### config.mk
export PLATFORM = sky130hd
export DESIGN_NAME = hub_strap_top
export DESIGN_NICKNAME = d
export VERILOG_FILES = /design/src/common/hub_strap_pkg.sv /design/src/design/bit_sync.sv /design/src/design/strap_ladder.sv /design/src/design/hub_strap_top.sv
export SDC_FILE = /design/constraint.sdc
export NUM_CORES = 1
export LEC_CHECK = 0
export CAP_MARGIN = 20
export CORE_ASPECT_RATIO = 0.5
export CORE_MARGIN = 4
export CORE_UTILIZATION = 30
export CTS_BUF_LIST = sky130_fd_sc_hd__clkbuf_8
export DETAILED_ROUTE_END_ITERATION = 16
export DONT_BUFFER_PORTS = 1
export GPL_TIMING_DRIVEN = 0
export PLACE_DENSITY = 0.44
export SLEW_MARGIN = 20
export SYNTH_ARGS = -nofsm -noshare
export SYNTH_HDL_FRONTEND = slang
export SYNTH_SLANG_ARGS = --single-unit
### constraint.sdc
create_clock -name clk_i -period 1.5 [get_ports clk_i]
set_input_delay 0.075 -clock clk_i [delete_from_list [all_inputs] [get_ports clk_i]]
set_output_delay 0.075 -clock clk_i [all_outputs]
set_load 0.1 [all_outputs]
### src/common/hub_strap_pkg.sv
// constants for the hub strap, port power and green led pin block
// assumes a 32-bit axi4-lite register port with 4-bit byte addresses
package hub_strap_pkg;
  localparam int unsigned ADDR_W = 4;
  localparam int unsigned DATA_W = 32;
  localparam int unsigned PORTS = 4;

  // register byte offsets
  localparam logic [3:0] REG_CTRL = 4'h0;
  localparam logic [3:0] REG_PORT = 4'h4;
  localparam logic [3:0] REG_STATUS = 4'h8;

  // control register fields and reset value
  localparam int unsigned CTRL_ATTACH_POS = 0;
  localparam int unsigned CTRL_EXT_POS = 1;
  localparam int unsigned CTRL_LEDSUP_POS = 2;
  localparam int unsigned CTRL_W = 3;
  localparam logic [2:0] CTRL_RESET = 3'h1;

  // port register fields
  localparam int unsigned PORT_PWR_LSB = 0;
  localparam int unsigned PORT_LED_LSB = 8;
  localparam logic [3:0] PORT_PWR_RESET = 4'h0;
  localparam logic [3:0] PORT_LED_RESET = 4'h0;

  // status register fields
  localparam int unsigned STAT_VBUS_POS = 0;
  localparam int unsigned STAT_ATTACH_POS = 1;
  localparam int unsigned STAT_POL_POS = 2;
  localparam int unsigned STAT_DONE_POS = 3;
  localparam int unsigned STAT_DIS_LSB = 4;
  localparam int unsigned STAT_FIX_LSB = 8;
  localparam int unsigned STAT_DCODE_LSB = 12;
  localparam int unsigned STAT_FCODE_LSB = 14;

  // axi response codes
  localparam logic [1:0] RESP_OKAY = 2'h0;
  localparam logic [1:0] RESP_SLVERR = 2'h2;

  // strap loader: waits for reset release, then holds the straps
  typedef enum logic [1:0]
  {
    LD_WAIT = 2'h1,
    LD_DONE = 2'h2
  } loader_state_t;
endpackage

### src/design/bit_sync.sv
// two-stage synchroniser for a group of independent pin levels
// assumes each bit is a slow level; no reset so the pins are tracked during reset
`timescale 1ns/100ps
module bit_sync #(
  parameter int unsigned W = 1
) (
  input wire logic clk_i,
  input wire logic [W-1:0] pin_i,
  output logic [W-1:0] sync_o
);
  logic [W-1:0] meta_r;
  logic [W-1:0] meta_nxt;
  logic [W-1:0] sync_r;
  logic [W-1:0] sync_nxt;

  always_comb
  begin
    meta_nxt = pin_i;
    sync_nxt = meta_r;
  end

  // the first stage is read by the second stage only
  always_ff @(posedge clk_i)
  begin
    meta_r <= meta_nxt;
    sync_r <= sync_nxt;
  end

  assign sync_o = sync_r;
endmodule

### src/design/strap_ladder.sv
// decodes a two-bit strap code into a three-step ladder mask
// bit i of the mask is set when the code is at least i+1
`timescale 1ns/100ps
module strap_ladder (
  input wire logic [1:0] code_i,
  output logic [2:0] mask_o
);
  genvar gi;
  generate
    for (gi = 0; gi < 3; gi++)
    begin : g_step
      assign mask_o[gi] = (code_i >= 2'(gi + 1));
    end
  endgenerate
endmodule

### src/design/hub_strap_top.sv
// strap sampling, port power polarity and shared green led pins of a 4-port hub
// assumes an axi4-lite master on clk_i and pins from outside the clock domain
// Operation
// RULE1 - attach pull-up is enabled only while the upstream power detect pin is high.
// RULE2 - each port power enable output switches its port with the strapped active level.
// RULE3 - with led support enabled by external configuration all green leds are active low.
// RULE4 - green led pins of ports 4 and 3 are sampled at reset release as the disable strap.
// RULE5 - disable strap 00 none, 01 port 4, 10 ports 4 and 3, 11 ports 4, 3 and 2.
// RULE6 - port 4 green led is active low if the disable strap upper bit was 1, port 3 by lower.
// RULE7 - green led pins of ports 2 and 1 are sampled at reset release as the fixed device strap.
// RULE8 - fixed strap 00 none, 01 port 1, 10 ports 1 and 2, 11 ports 1, 2 and 3.
// RULE9 - port 2 green led is active low if the fixed strap upper bit was 1, port 1 by lower.
// RULE10 - during reset the polarity pin sets the power outputs inactive combinationally.
// RULE11 - the polarity pin is latched at reset release, 1 active high and 0 active low.
// RULE12 - latched straps stay constant until next reset and the shared pins are not resampled.
`timescale 1ns/100ps
module hub_strap_top
  import hub_strap_pkg::*;
(
  input wire logic clk_i,
  input wire logic nrst_i,
  input wire logic upstream_power_detect_i,
  output logic attach_pullup_o,
  input wire logic power_polarity_strap_i,
  output logic [3:0] port_power_enable_o,
  input wire logic [1:0] green_led_high_ports_i,
  output logic [1:0] green_led_high_ports_o,
  output logic [1:0] green_led_high_ports_oe_o,
  input wire logic [1:0] green_led_low_ports_i,
  output logic [1:0] green_led_low_ports_o,
  output logic [1:0] green_led_low_ports_oe_o,
  input wire logic s_axi_awvalid_i,
  output logic s_axi_awready_o,
  input wire logic [ADDR_W-1:0] s_axi_awaddr_i,
  input wire logic s_axi_wvalid_i,
  output logic s_axi_wready_o,
  input wire logic [DATA_W-1:0] s_axi_wdata_i,
  input wire logic [3:0] s_axi_wstrb_i,
  output logic s_axi_bvalid_o,
  input wire logic s_axi_bready_i,
  output logic [1:0] s_axi_bresp_o,
  input wire logic s_axi_arvalid_i,
  output logic s_axi_arready_o,
  input wire logic [ADDR_W-1:0] s_axi_araddr_i,
  output logic s_axi_rvalid_o,
  input wire logic s_axi_rready_i,
  output logic [DATA_W-1:0] s_axi_rdata_o,
  output logic [1:0] s_axi_rresp_o
);
  // pin synchronisers: {polarity, gr4, gr3, gr2, gr1, vbus}
  logic [5:0] pin_sync;
  bit_sync #(.W(6)) u_sync (
    .clk_i(clk_i),
    .pin_i({power_polarity_strap_i, green_led_high_ports_i, green_led_low_ports_i,
            upstream_power_detect_i}),
    .sync_o(pin_sync)
  );
  logic vbus_s;
  assign vbus_s = pin_sync[0];

  // strap loader state
  loader_state_t ld_state_r;
  loader_state_t ld_state_nxt;
  logic pol_r;
  logic pol_nxt;
  logic [1:0] dis_code_r;
  logic [1:0] dis_code_nxt;
  logic [1:0] fix_code_r;
  logic [1:0] fix_code_nxt;
  logic done;
  assign done = (ld_state_r == LD_DONE);

  always_comb
  begin
    ld_state_nxt = ld_state_r;
    pol_nxt = pol_r;
    dis_code_nxt = dis_code_r;
    fix_code_nxt = fix_code_r;
    case (ld_state_r)
      LD_WAIT:
      begin
        // first edge after release; pins were undriven through reset
        ld_state_nxt = LD_DONE;
        pol_nxt = pin_sync[5]; // RULE11
        dis_code_nxt = pin_sync[4:3]; // RULE4
        fix_code_nxt = pin_sync[2:1]; // RULE7
      end
      LD_DONE:
      begin
        ld_state_nxt = LD_DONE; // RULE12
      end
      default:
      begin
        ld_state_nxt = LD_WAIT;
      end
    endcase
  end

  always_ff @(posedge clk_i or negedge nrst_i)
  begin
    if (!nrst_i)
    begin
      ld_state_r <= LD_WAIT;
      pol_r <= 1'h1;
      dis_code_r <= 2'h0;
      fix_code_r <= 2'h0;
    end
    else
    begin
      ld_state_r <= ld_state_nxt;
      pol_r <= pol_nxt;
      dis_code_r <= dis_code_nxt;
      fix_code_r <= fix_code_nxt;
    end
  end

  // strap decode into per-port masks, index 3 is port 4
  logic [2:0] dis_ladder;
  logic [2:0] fix_ladder;
  strap_ladder u_dis (.code_i(dis_code_r), .mask_o(dis_ladder));
  strap_ladder u_fix (.code_i(fix_code_r), .mask_o(fix_ladder));
  logic [3:0] dis_mask;
  logic [3:0] fix_mask;
  assign dis_mask = {dis_ladder[0], dis_ladder[1], dis_ladder[2], 1'h0}; // RULE5
  assign fix_mask = {1'h0, fix_ladder[2], fix_ladder[1], fix_ladder[0]}; // RULE8

  // software registers
  logic [CTRL_W-1:0] ctrl_r;
  logic [CTRL_W-1:0] ctrl_nxt;
  logic [3:0] pwr_req_r;
  logic [3:0] pwr_req_nxt;
  logic [3:0] led_on_r;
  logic [3:0] led_on_nxt;
  logic ext_cfg;
  logic led_sup;
  assign ext_cfg = ctrl_r[CTRL_EXT_POS];
  assign led_sup = ctrl_r[CTRL_LEDSUP_POS];

  // pin output group
  logic attach_r;
  logic attach_nxt;
  logic [3:0] pwr_on_r;
  logic [3:0] pwr_on_nxt;
  logic [3:0] led_out_r;
  logic [3:0] led_out_nxt;
  logic [3:0] led_oe_r;
  logic [3:0] led_oe_nxt;
  logic [3:0] led_act_low;

  always_comb
  begin
    attach_nxt = vbus_s & ctrl_r[CTRL_ATTACH_POS] & done; // RULE1
    pwr_on_nxt = pwr_req_r & ~dis_mask & {4{done}};
    // RULE3 RULE6 RULE9
    led_act_low = ext_cfg ? 4'hF : {dis_code_r, fix_code_r};
    led_out_nxt = led_on_r ^ led_act_low;
    // pins stay inputs until the straps are held, so no resampling hazard
    led_oe_nxt = {4{done & (~ext_cfg | led_sup)}}; // RULE12
  end

  always_ff @(posedge clk_i or negedge nrst_i)
  begin
    if (!nrst_i)
    begin
      attach_r <= 1'h0;
      pwr_on_r <= 4'h0;
      led_out_r <= 4'h0;
      led_oe_r <= 4'h0;
    end
    else
    begin
      attach_r <= attach_nxt;
      pwr_on_r <= pwr_on_nxt;
      led_out_r <= led_out_nxt;
      led_oe_r <= led_oe_nxt;
    end
  end

  // the polarity must act through reset, so this path is combinational
  logic pol_eff;
  assign pol_eff = (nrst_i && done) ? pol_r : power_polarity_strap_i; // RULE10
  assign port_power_enable_o = ~(pwr_on_r ^ {4{pol_eff}}); // RULE2
  assign attach_pullup_o = attach_r;
  assign green_led_high_ports_o = led_out_r[3:2];
  assign green_led_low_ports_o = led_out_r[1:0];
  assign green_led_high_ports_oe_o = led_oe_r[3:2];
  assign green_led_low_ports_oe_o = led_oe_r[1:0];

  // axi4-lite slave
  logic aw_full_r;
  logic aw_full_nxt;
  logic [ADDR_W-1:0] awaddr_r;
  logic [ADDR_W-1:0] awaddr_nxt;
  logic w_full_r;
  logic w_full_nxt;
  logic [DATA_W-1:0] wdata_r;
  logic [DATA_W-1:0] wdata_nxt;
  logic [3:0] wstrb_r;
  logic [3:0] wstrb_nxt;
  logic awready_r;
  logic awready_nxt;
  logic wready_r;
  logic wready_nxt;
  logic bvalid_r;
  logic bvalid_nxt;
  logic [1:0] bresp_r;
  logic [1:0] bresp_nxt;
  logic arready_r;
  logic arready_nxt;
  logic rvalid_r;
  logic rvalid_nxt;
  logic [DATA_W-1:0] rdata_r;
  logic [DATA_W-1:0] rdata_nxt;
  logic [1:0] rresp_r;
  logic [1:0] rresp_nxt;
  logic [DATA_W-1:0] status_word;

  always_comb
  begin
    status_word = '0;
    status_word[STAT_VBUS_POS] = vbus_s;
    status_word[STAT_ATTACH_POS] = attach_r;
    status_word[STAT_POL_POS] = pol_r;
    status_word[STAT_DONE_POS] = done;
    status_word[STAT_DIS_LSB +: 4] = dis_mask;
    status_word[STAT_FIX_LSB +: 4] = fix_mask;
    status_word[STAT_DCODE_LSB +: 2] = dis_code_r;
    status_word[STAT_FCODE_LSB +: 2] = fix_code_r;
  end

  always_comb
  begin
    aw_full_nxt = aw_full_r;
    awaddr_nxt = awaddr_r;
    w_full_nxt = w_full_r;
    wdata_nxt = wdata_r;
    wstrb_nxt = wstrb_r;
    bvalid_nxt = bvalid_r;
    bresp_nxt = bresp_r;
    ctrl_nxt = ctrl_r;
    pwr_req_nxt = pwr_req_r;
    led_on_nxt = led_on_r;
    rvalid_nxt = rvalid_r;
    rdata_nxt = rdata_r;
    rresp_nxt = rresp_r;
    if (awready_r && s_axi_awvalid_i)
    begin
      aw_full_nxt = 1'h1;
      awaddr_nxt = s_axi_awaddr_i;
    end
    if (wready_r && s_axi_wvalid_i)
    begin
      w_full_nxt = 1'h1;
      wdata_nxt = s_axi_wdata_i;
      wstrb_nxt = s_axi_wstrb_i;
    end
    if (bvalid_r && s_axi_bready_i)
    begin
      bvalid_nxt = 1'h0;
    end
    if (aw_full_r && w_full_r && !bvalid_r)
    begin
      aw_full_nxt = 1'h0;
      w_full_nxt = 1'h0;
      bvalid_nxt = 1'h1;
      bresp_nxt = RESP_OKAY;
      case ({awaddr_r[3:2], 2'h0})
        REG_CTRL:
        begin
          if (wstrb_r[0])
          begin
            ctrl_nxt = wdata_r[CTRL_W-1:0];
          end
        end
        REG_PORT:
        begin
          if (wstrb_r[0])
          begin
            pwr_req_nxt = wdata_r[PORT_PWR_LSB +: 4];
          end
          if (wstrb_r[1])
          begin
            led_on_nxt = wdata_r[PORT_LED_LSB +: 4];
          end
        end
        REG_STATUS:
        begin
          bresp_nxt = RESP_OKAY;
        end
        default:
        begin
          bresp_nxt = RESP_SLVERR;
        end
      endcase
    end
    if (rvalid_r && s_axi_rready_i)
    begin
      rvalid_nxt = 1'h0;
    end
    if (arready_r && s_axi_arvalid_i)
    begin
      rvalid_nxt = 1'h1;
      rresp_nxt = RESP_OKAY;
      case ({s_axi_araddr_i[3:2], 2'h0})
        REG_CTRL:
        begin
          rdata_nxt = {{(DATA_W-CTRL_W){1'h0}}, ctrl_r};
        end
        REG_PORT:
        begin
          rdata_nxt = '0;
          rdata_nxt[PORT_PWR_LSB +: 4] = pwr_req_r;
          rdata_nxt[PORT_LED_LSB +: 4] = led_on_r;
        end
        REG_STATUS:
        begin
          rdata_nxt = status_word;
        end
        default:
        begin
          rdata_nxt = '0;
          rresp_nxt = RESP_SLVERR;
        end
      endcase
    end
    awready_nxt = ~aw_full_nxt;
    wready_nxt = ~w_full_nxt;
    arready_nxt = ~rvalid_nxt;
  end

  always_ff @(posedge clk_i or negedge nrst_i)
  begin
    if (!nrst_i)
    begin
      aw_full_r <= 1'h0;
      awaddr_r <= 4'h0;
      w_full_r <= 1'h0;
      wdata_r <= 32'h0;
      wstrb_r <= 4'h0;
      awready_r <= 1'h0;
      wready_r <= 1'h0;
      bvalid_r <= 1'h0;
      bresp_r <= RESP_OKAY;
      arready_r <= 1'h0;
      rvalid_r <= 1'h0;
      rdata_r <= 32'h0;
      rresp_r <= RESP_OKAY;
      ctrl_r <= CTRL_RESET;
      pwr_req_r <= PORT_PWR_RESET;
      led_on_r <= PORT_LED_RESET;
    end
    else
    begin
      aw_full_r <= aw_full_nxt;
      awaddr_r <= awaddr_nxt;
      w_full_r <= w_full_nxt;
      wdata_r <= wdata_nxt;
      wstrb_r <= wstrb_nxt;
      awready_r <= awready_nxt;
      wready_r <= wready_nxt;
      bvalid_r <= bvalid_nxt;
      bresp_r <= bresp_nxt;
      arready_r <= arready_nxt;
      rvalid_r <= rvalid_nxt;
      rdata_r <= rdata_nxt;
      rresp_r <= rresp_nxt;
      ctrl_r <= ctrl_nxt;
      pwr_req_r <= pwr_req_nxt;
      led_on_r <= led_on_nxt;
    end
  end

  assign s_axi_awready_o = awready_r;
  assign s_axi_wready_o = wready_r;
  assign s_axi_bvalid_o = bvalid_r;
  assign s_axi_bresp_o = bresp_r;
  assign s_axi_arready_o = arready_r;
  assign s_axi_rvalid_o = rvalid_r;
  assign s_axi_rdata_o = rdata_r;
  assign s_axi_rresp_o = rresp_r;

  // checks
  attach_follows_a: assert property (@(posedge clk_i) disable iff (!nrst_i) // RULE1
    (done && ctrl_r[CTRL_ATTACH_POS] && upstream_power_detect_i)[*4] |-> attach_pullup_o)
    else $error("attach pull-up not raised with upstream power present");
  power_disabled_a: assert property (@(posedge clk_i) disable iff (!nrst_i) // RULE2
    done && $past(done) && $past(dis_mask[3]) |-> port_power_enable_o[3] == ~pol_r)
    else $error("disabled port 4 power output not at inactive level");
  led_ext_low_a: assert property (@(posedge clk_i) disable iff (!nrst_i) // RULE3
    done && ext_cfg && led_sup && led_on_r == 4'hF |=> led_out_r == 4'h0 && led_oe_r == 4'hF)
    else $error("green leds not driven active low under external configuration");
  strap_capture_a: assert property (@(posedge clk_i) disable iff (!nrst_i) // RULE4
    $rose(done) |-> dis_code_r == $past(pin_sync[4:3]) && fix_code_r == $past(pin_sync[2:1]))
    else $error("straps not captured at reset release");
  disable_decode_a: assert property (@(posedge clk_i) disable iff (!nrst_i) // RULE5
    done |-> dis_mask == {|dis_code_r, dis_code_r[1], &dis_code_r, 1'h0})
    else $error("port disable strap decoded wrongly");
  high_led_pol_a: assert property (@(posedge clk_i) disable iff (!nrst_i) // RULE6
    done && !ext_cfg && led_on_r[3:2] == 2'h0 |=> green_led_high_ports_o == dis_code_r)
    else $error("port 4 or 3 green led off level wrong");
  fixed_decode_a: assert property (@(posedge clk_i) disable iff (!nrst_i) // RULE8
    done |-> fix_mask == {1'h0, &fix_code_r, fix_code_r[1], |fix_code_r})
    else $error("fixed device strap decoded wrongly");
  low_led_pol_a: assert property (@(posedge clk_i) disable iff (!nrst_i) // RULE9
    done && !ext_cfg && led_on_r[1:0] == 2'h3 |=> green_led_low_ports_o == ~fix_code_r)
    else $error("port 2 or 1 green led on level wrong");
  reset_power_off_a: assert property (@(posedge clk_i) // RULE10
    !nrst_i |-> port_power_enable_o == {4{~power_polarity_strap_i}})
    else $error("port power not inactive during reset");
  straps_held_a: assert property (@(posedge clk_i) disable iff (!nrst_i) // RULE12
    done && $past(done) |-> $stable(pol_r) && $stable(dis_code_r) && $stable(fix_code_r))
    else $error("latched strap changed after release");
endmodule

After elaboration in Yosys (flattened, before gate mapping)
Cells that the tools add are included.
Cells by class
  multiplexer cells: 14
  bitwise gates (word level): 14
  order comparisons: 6
  equal/unequal tests: 6
  reductions and logical operators: 18
Operators with widths (count)
  one-hot mux 16 bit (3 select lines): 1
  two-way mux 1 bit: 9
  AND reduction 3 bit: 3
  bitwise AND 4 bit: 2
  greater-or-equal comparator 2 bit, second input constant: 4
  logical AND 1 bit: 8
  NOT 4 bit: 2
  XOR 4 bit: 2
  equality test 2 x 1 -> 1 bit, second input constant: 3
  equality test 2 bit, second input constant: 3
  two-way mux 2 bit: 3
  OR reduction 3 bit: 2
  greater-or-equal comparator 2 x 1 -> 1 bit, second input constant: 2
  zero test 2 bit: 2
  two-way mux 4 bit: 1
  NOT 1 bit: 4
  bitwise AND 1 bit: 3
  nonzero test 2 bit: 1
  OR reduction 2 bit: 1
  zero test 1 bit: 1
  bitwise OR 1 bit: 1
Storage, ports and cells
  logic and storage cells: 84
  input port bits: 57
  bits in registers: 101

Longest topological paths before layout
  depth in word-level cells: 5
  depth in mapped cells: 5
  depth with buffers taken out: 5

Hierarchy
Synthesis repeated with hierarchy kept, for this count alone.
Unflattened totals
  cells, all modules: 232
  area, all modules: 2987.9 um2
By module, submodules not included
  hub_strap_top: cells an instance 214, area each 2712.6 um2, instances 1
  bit_sync: cells an instance 12, area each 240.2 um2, instances 1
  strap_ladder: cells an instance 3, area each 17.5 um2, instances 2

Worst setup path before layout
Ideal clock, no wire load.
  kind: register to output
  from: register ld_state_r[0]
  to: output port_power_enable_o[0]
  cell stages (with the launch flop): 6
  buffers on the path: 0
  arrival time: 2.679 ns
  slack: -1.254 ns
  data required time: 1.425 ns
  path through: dfstp_2 -> inv_1 -> ha_1 -> nand2_1 -> mux2i_2 -> xor2_1
Between the ends
  longest elaborated chain between the ends: 5
RTL lines
  from (decl): RTL line hub_strap_top.sv:62  | loader_state_t ld_state_r;
  from (signal assigned): RTL line hub_strap_top.sv:110  | ld_state_r <= ld_state_nxt;
  equality test 2 bit: RTL line hub_strap_top.sv:71  | assign done = (ld_state_r == LD_DONE);
  logical AND 1 bit: RTL line hub_strap_top.sv:181  | assign pol_eff = (nrst_i && done) ? pol_r : power_polarity_strap_i;
  two-way mux 1 bit: RTL line hub_strap_top.sv:181
  XOR 4 bit: RTL line hub_strap_top.sv:182  | assign port_power_enable_o = ~(pwr_on_r ^ {4{pol_eff}});
  NOT 4 bit: RTL line hub_strap_top.sv:182
  to (decl): RTL line hub_strap_top.sv:25  | output logic [3:0] port_power_enable_o,
No other way between the ends.

Final worst setup path
  from: register ld_state_r[0]
  to: output port_power_enable_o[3]
The elaborated chain is that of the path after synthesis.

==> summary.md <==
| Metric | Value |
|---|---|
| LEAKAGE | 1.739 nW |
| Tot GR Track Use | between 10% and 20% |
| Min setup slack post-route | -0.7383 ns |
| Mapped Cells | 230 |
| Failing checks | hold timing, setup timing |
| Seq/Total Area, Yosys | ~62% |
| DIE AREA | roughly 12000 sq um |
| Worst path max stage delay | 0.60 ns |
| Total number of vias | roughly 1800 |
| Inserted Clock Buffers | 9 |
| Reg2reg path depth | 3 |
| Filler instances | slightly above 900 |
| Layout cell share with drive strength beyond 1 | between 30% and 40% |
| Worst-path clk slew | approximately 0.070 ns |
| Sequential Power Share | approximately 57% |
| P_sw | 0.004080 W |
| Cell Chain, Critical Path | inv_2 > ha_4 > nand2_4 > mux2i_4 > buf_12 > xor2_4 |
| Hold Path Class | primary input to async pin |
| Vias in the first global route | between 1500 and 2000 |
| GPL Wtd Cong | roughly 0.73 |
| First-pass GRT wire length | 10330 um |
| Clock network power share | a little under a fifth |
| Switching share of power | approximately 50% |
| Std-Cell Core Area | 9540 sq um |
| Port Buffer Count | 0 |
| Final Cycle Share | 149.2% |
| CTS Root Cell | clkbuf_8 |
| Slowest CP cell | xor2_4 |
| Syn-to-layout area delta | 29.51% |
| Initial antenna violation count | 0 |
| Diode count | 0 |
| Num Clock Sinks | 76 |
| Number of top-level pins | 111 |
| Final hold viol count | 64 |
| Crit-path leading delay family | XOR/XNOR gates |
| Residual DRC | 0 |
| Hold_ws | -0.5779 ns |
| Crit path DAT | 2.16 ns |
| Mapped cell area | between 2000 and 3000 sq um |
| CTS HTree Levels | 3 |
| Detailed Route Iter0 Violations | 65 |
| Post-layout util | 40.29% |
| P_int | ~0.0043 W |
| Detail Route Antenna Nets | 0 |
| Die width | 148.7 um |
| Logic pwr share | 24.4% |
| Slew Viols, Final | 0 |
| Multi-input gate area | ~1100 sq um |
| Crit Path Max Fanout | 4 |
| RSZ-0062 raised after global routing | true |
| Post-DP HPWL | around 4600 um |
| CP Launch Type | flop |
| Buf/Inv on CP | 2 |
| Mean post-synth cell area | roughly 13 sq um |
| First-pass iteration count of the detailed router | 6 |
| Max cap viols | 0 |
| Post-route cell area | 3844 sq um |
| Finish-stage setup viols | 15 |
| WP data required | around 1.4 ns |
| Yosys warns | 0 |
| Clk Latency, worst-skew pair | 0.34 ns |
| Setup TNS | -4.267 ns |
| Worst rel slew slack | a little under two fifths |
| Row count | 25 |
| Hold_buf cts | 23 |
| Count of cell types in the netlist | 38 |
| Register area | 1863 sq um |
| CTS tree | built |
| Worst R2R Start | s_axi_bvalid_o$_DFFE_PN0P_ |
| Pin count of the biggest net entering global routing | 66 |
| Clock skew | between 0.007 and 0.008 ns |
| CP Depth | 6 |
| Nets@finish | around 350 |
| Crit Path Class | flop to output port |
| Top achievable clock speed | around 450 MHz |
| Placed cell area | around 3300 sq um |
| Peak supply drop | 1.291 mV |
| Flop2flop setup slack | -0.18 ns |
| Wirelength, routed | approximately 6500 um |
| Routed len/inst | ~15 um |
| Pwr Density | approximately 2200 nW/um^2 |
| Grt ovf | 0 |
| Max Buffers Root-to-Sink | 2 |
| Reg-to-Reg End | led_on_r[0]$_DFFE_PN0P_ |
| Die Height | 78.33 um |
| Post-layout minimum cycle time | between 2 and 2.5 ns |
| Crit path capture type | output port |
| Starting Density | 31.11% |
| Via-per-instance ratio | ~4.2 |
| Final Power | about 0.0084 W |
| Register bit total from synthesis | 76 |
| Outcome | complete, but fails checks |
| Slew @ Worst Pin | around 0.94 ns |
## placed cells by master (no fill, tap or decap), types with 3 or more instances in the layout
master,instances
clkbuf_8,11
or2_2,4
dfstp_2,3
a22o_1,5
o21ai_0,6
dfrtp_4,4
dfxtp_1,12
dfrtp_1,55
nor2_1,15
mux2_4,4
mux2i_1,3
dlygate4sd3_1,23
inv_1,9
nand2_1,12
buf_4,27
mux2_2,24
a21oi_1,8
xor2_4,4
xnor2_1,4
conb_1,19
## cells in the mapped netlist
library cell   n  share of area (%)
and2b_1        1               0.25
or2_2          4               0.84
buf_4         22                5.6
a22o_1         5                1.5
and3b_2        1               0.34
o21ai_0        6                1.0
xor2_1         4                1.2
nand2_1       15                1.9
mux2_2        24                9.1
xnor2_1        4                1.2
dfrtp_1       61                 51
a31oi_1        2               0.42
and4b_4        1               0.46
nand3_1        3               0.51
mux2_4         4                2.0
nand2b_1       2               0.42
and3_1         2               0.42
dfstp_2        3                2.7
mux2i_1        3                1.0
a21oi_1        8                1.3
ha_1           2               0.84
nand4b_2       1               0.51
conb_1         1               0.13
and3b_1        1               0.30
o31ai_1        1               0.25
buf_2          2               0.34
and2_1         2               0.42
mux2i_2        1               0.46
nor2b_1        1               0.21
nand4b_1       1               0.30
inv_1          9                1.1
nor4bb_1       1               0.34
a21boi_0       1               0.25
clkbuf_1       1               0.13
nor2_1        15                1.9
dfxtp_1       12                8.1
a221oi_1       2               0.59
nand3b_1       1               0.25
## repair_timing
action,in CTS,in global routing
pin swaps,3,1
gates resized for setup,7,4
buffers inserted,4,2
setup endpoints to repair,46,39
hold endpoints to repair,97,64
## how the worst max path moves through the flow
stage                                  from                     end  slack [ns]
floorplan           ld_state_r[0]$_DFF_PN1_  port_power_enable_o[0]       -0.51
global route        ld_state_r[0]$_DFF_PN1_  port_power_enable_o[3]       -0.85
detailed placement  ld_state_r[0]$_DFF_PN1_  port_power_enable_o[1]       -0.62
CTS                 ld_state_r[0]$_DFF_PN1_  port_power_enable_o[1]       -0.78
finish              ld_state_r[0]$_DFF_PN1_  port_power_enable_o[3]       -0.74
global placement    ld_state_r[0]$_DFF_PN1_  port_power_enable_o[3]       -0.60
## registers in the layout, indices dropped and copies added, names as in the netlist, 2 cells and up
register	cells
wdata_r	8
fix_code_r	2
s_axi_rdata_o	15
awaddr_r	2
dis_code_r	2
ld_state_r	2
led_out_r	4
ctrl_r	3
u_sync.meta_r	6
u_sync.sync_o	6
wstrb_r	2
led_on_r	4
pwr_req_r	4
pwr_on_r	4
## through the flow
| step | instances | worst slack, ns |
|---|---|---|
| 3_3_place_gp | 383 | -0.5997 |
| 2_1_floorplan | 248 | -0.5141 |
| 4_1_cts | 425 | -0.7826 |
| 6_report | 427 | -0.7383 |
| 3_5_place_dp | 383 | -0.6183 |
| 5_1_grt | 427 | -0.8467 |
## kinds of logic after synthesis
family	after synthesis	synth area share [%]
DFF	76	62.18
and+or+nand+nor	52	9.359
buffers and inverters	34	7.167
muxes	32	12.61
AOI/OAI and AO/OA	25	5.354
xor gates and xnor gates	8	2.361
adders and majority gates	2	0.8430
other	1	0.1264
## final cells by class
class | instances | share of cell area (%)
plain buffers | 24 | 4.557
inverters | 9 | 0.8789
well taps | 135 | 4.395
multi-input cells | 138 | 28.94
clock inverters | 5 | 1.335
clock buffers | 11 | 3.939
flip-flops and latches | 76 | 48.47
repair buffers | 29 | 7.487
## power by group through the flow
stage          sequential (W)  combinational, W  clock [W]
2_1_floorplan         0.00460           0.00178          0
3_3_place_gp          0.00478           0.00188          0
3_5_place_dp          0.00481           0.00192          0
4_1_cts               0.00480           0.00202    0.00163
5_1_grt               0.00489           0.00219    0.00172
6_report              0.00478           0.00205    0.00156
## metal layers
layer	GRT usage (%)	up-vias	wire [um]
met2	17.88	59	2947
met4	4.332	0	117
met5	0	-	0
li1	-	847	-
met1	15.36	866	2930
met3	5.190	9	470
Power figures use the tool's default switching activity.
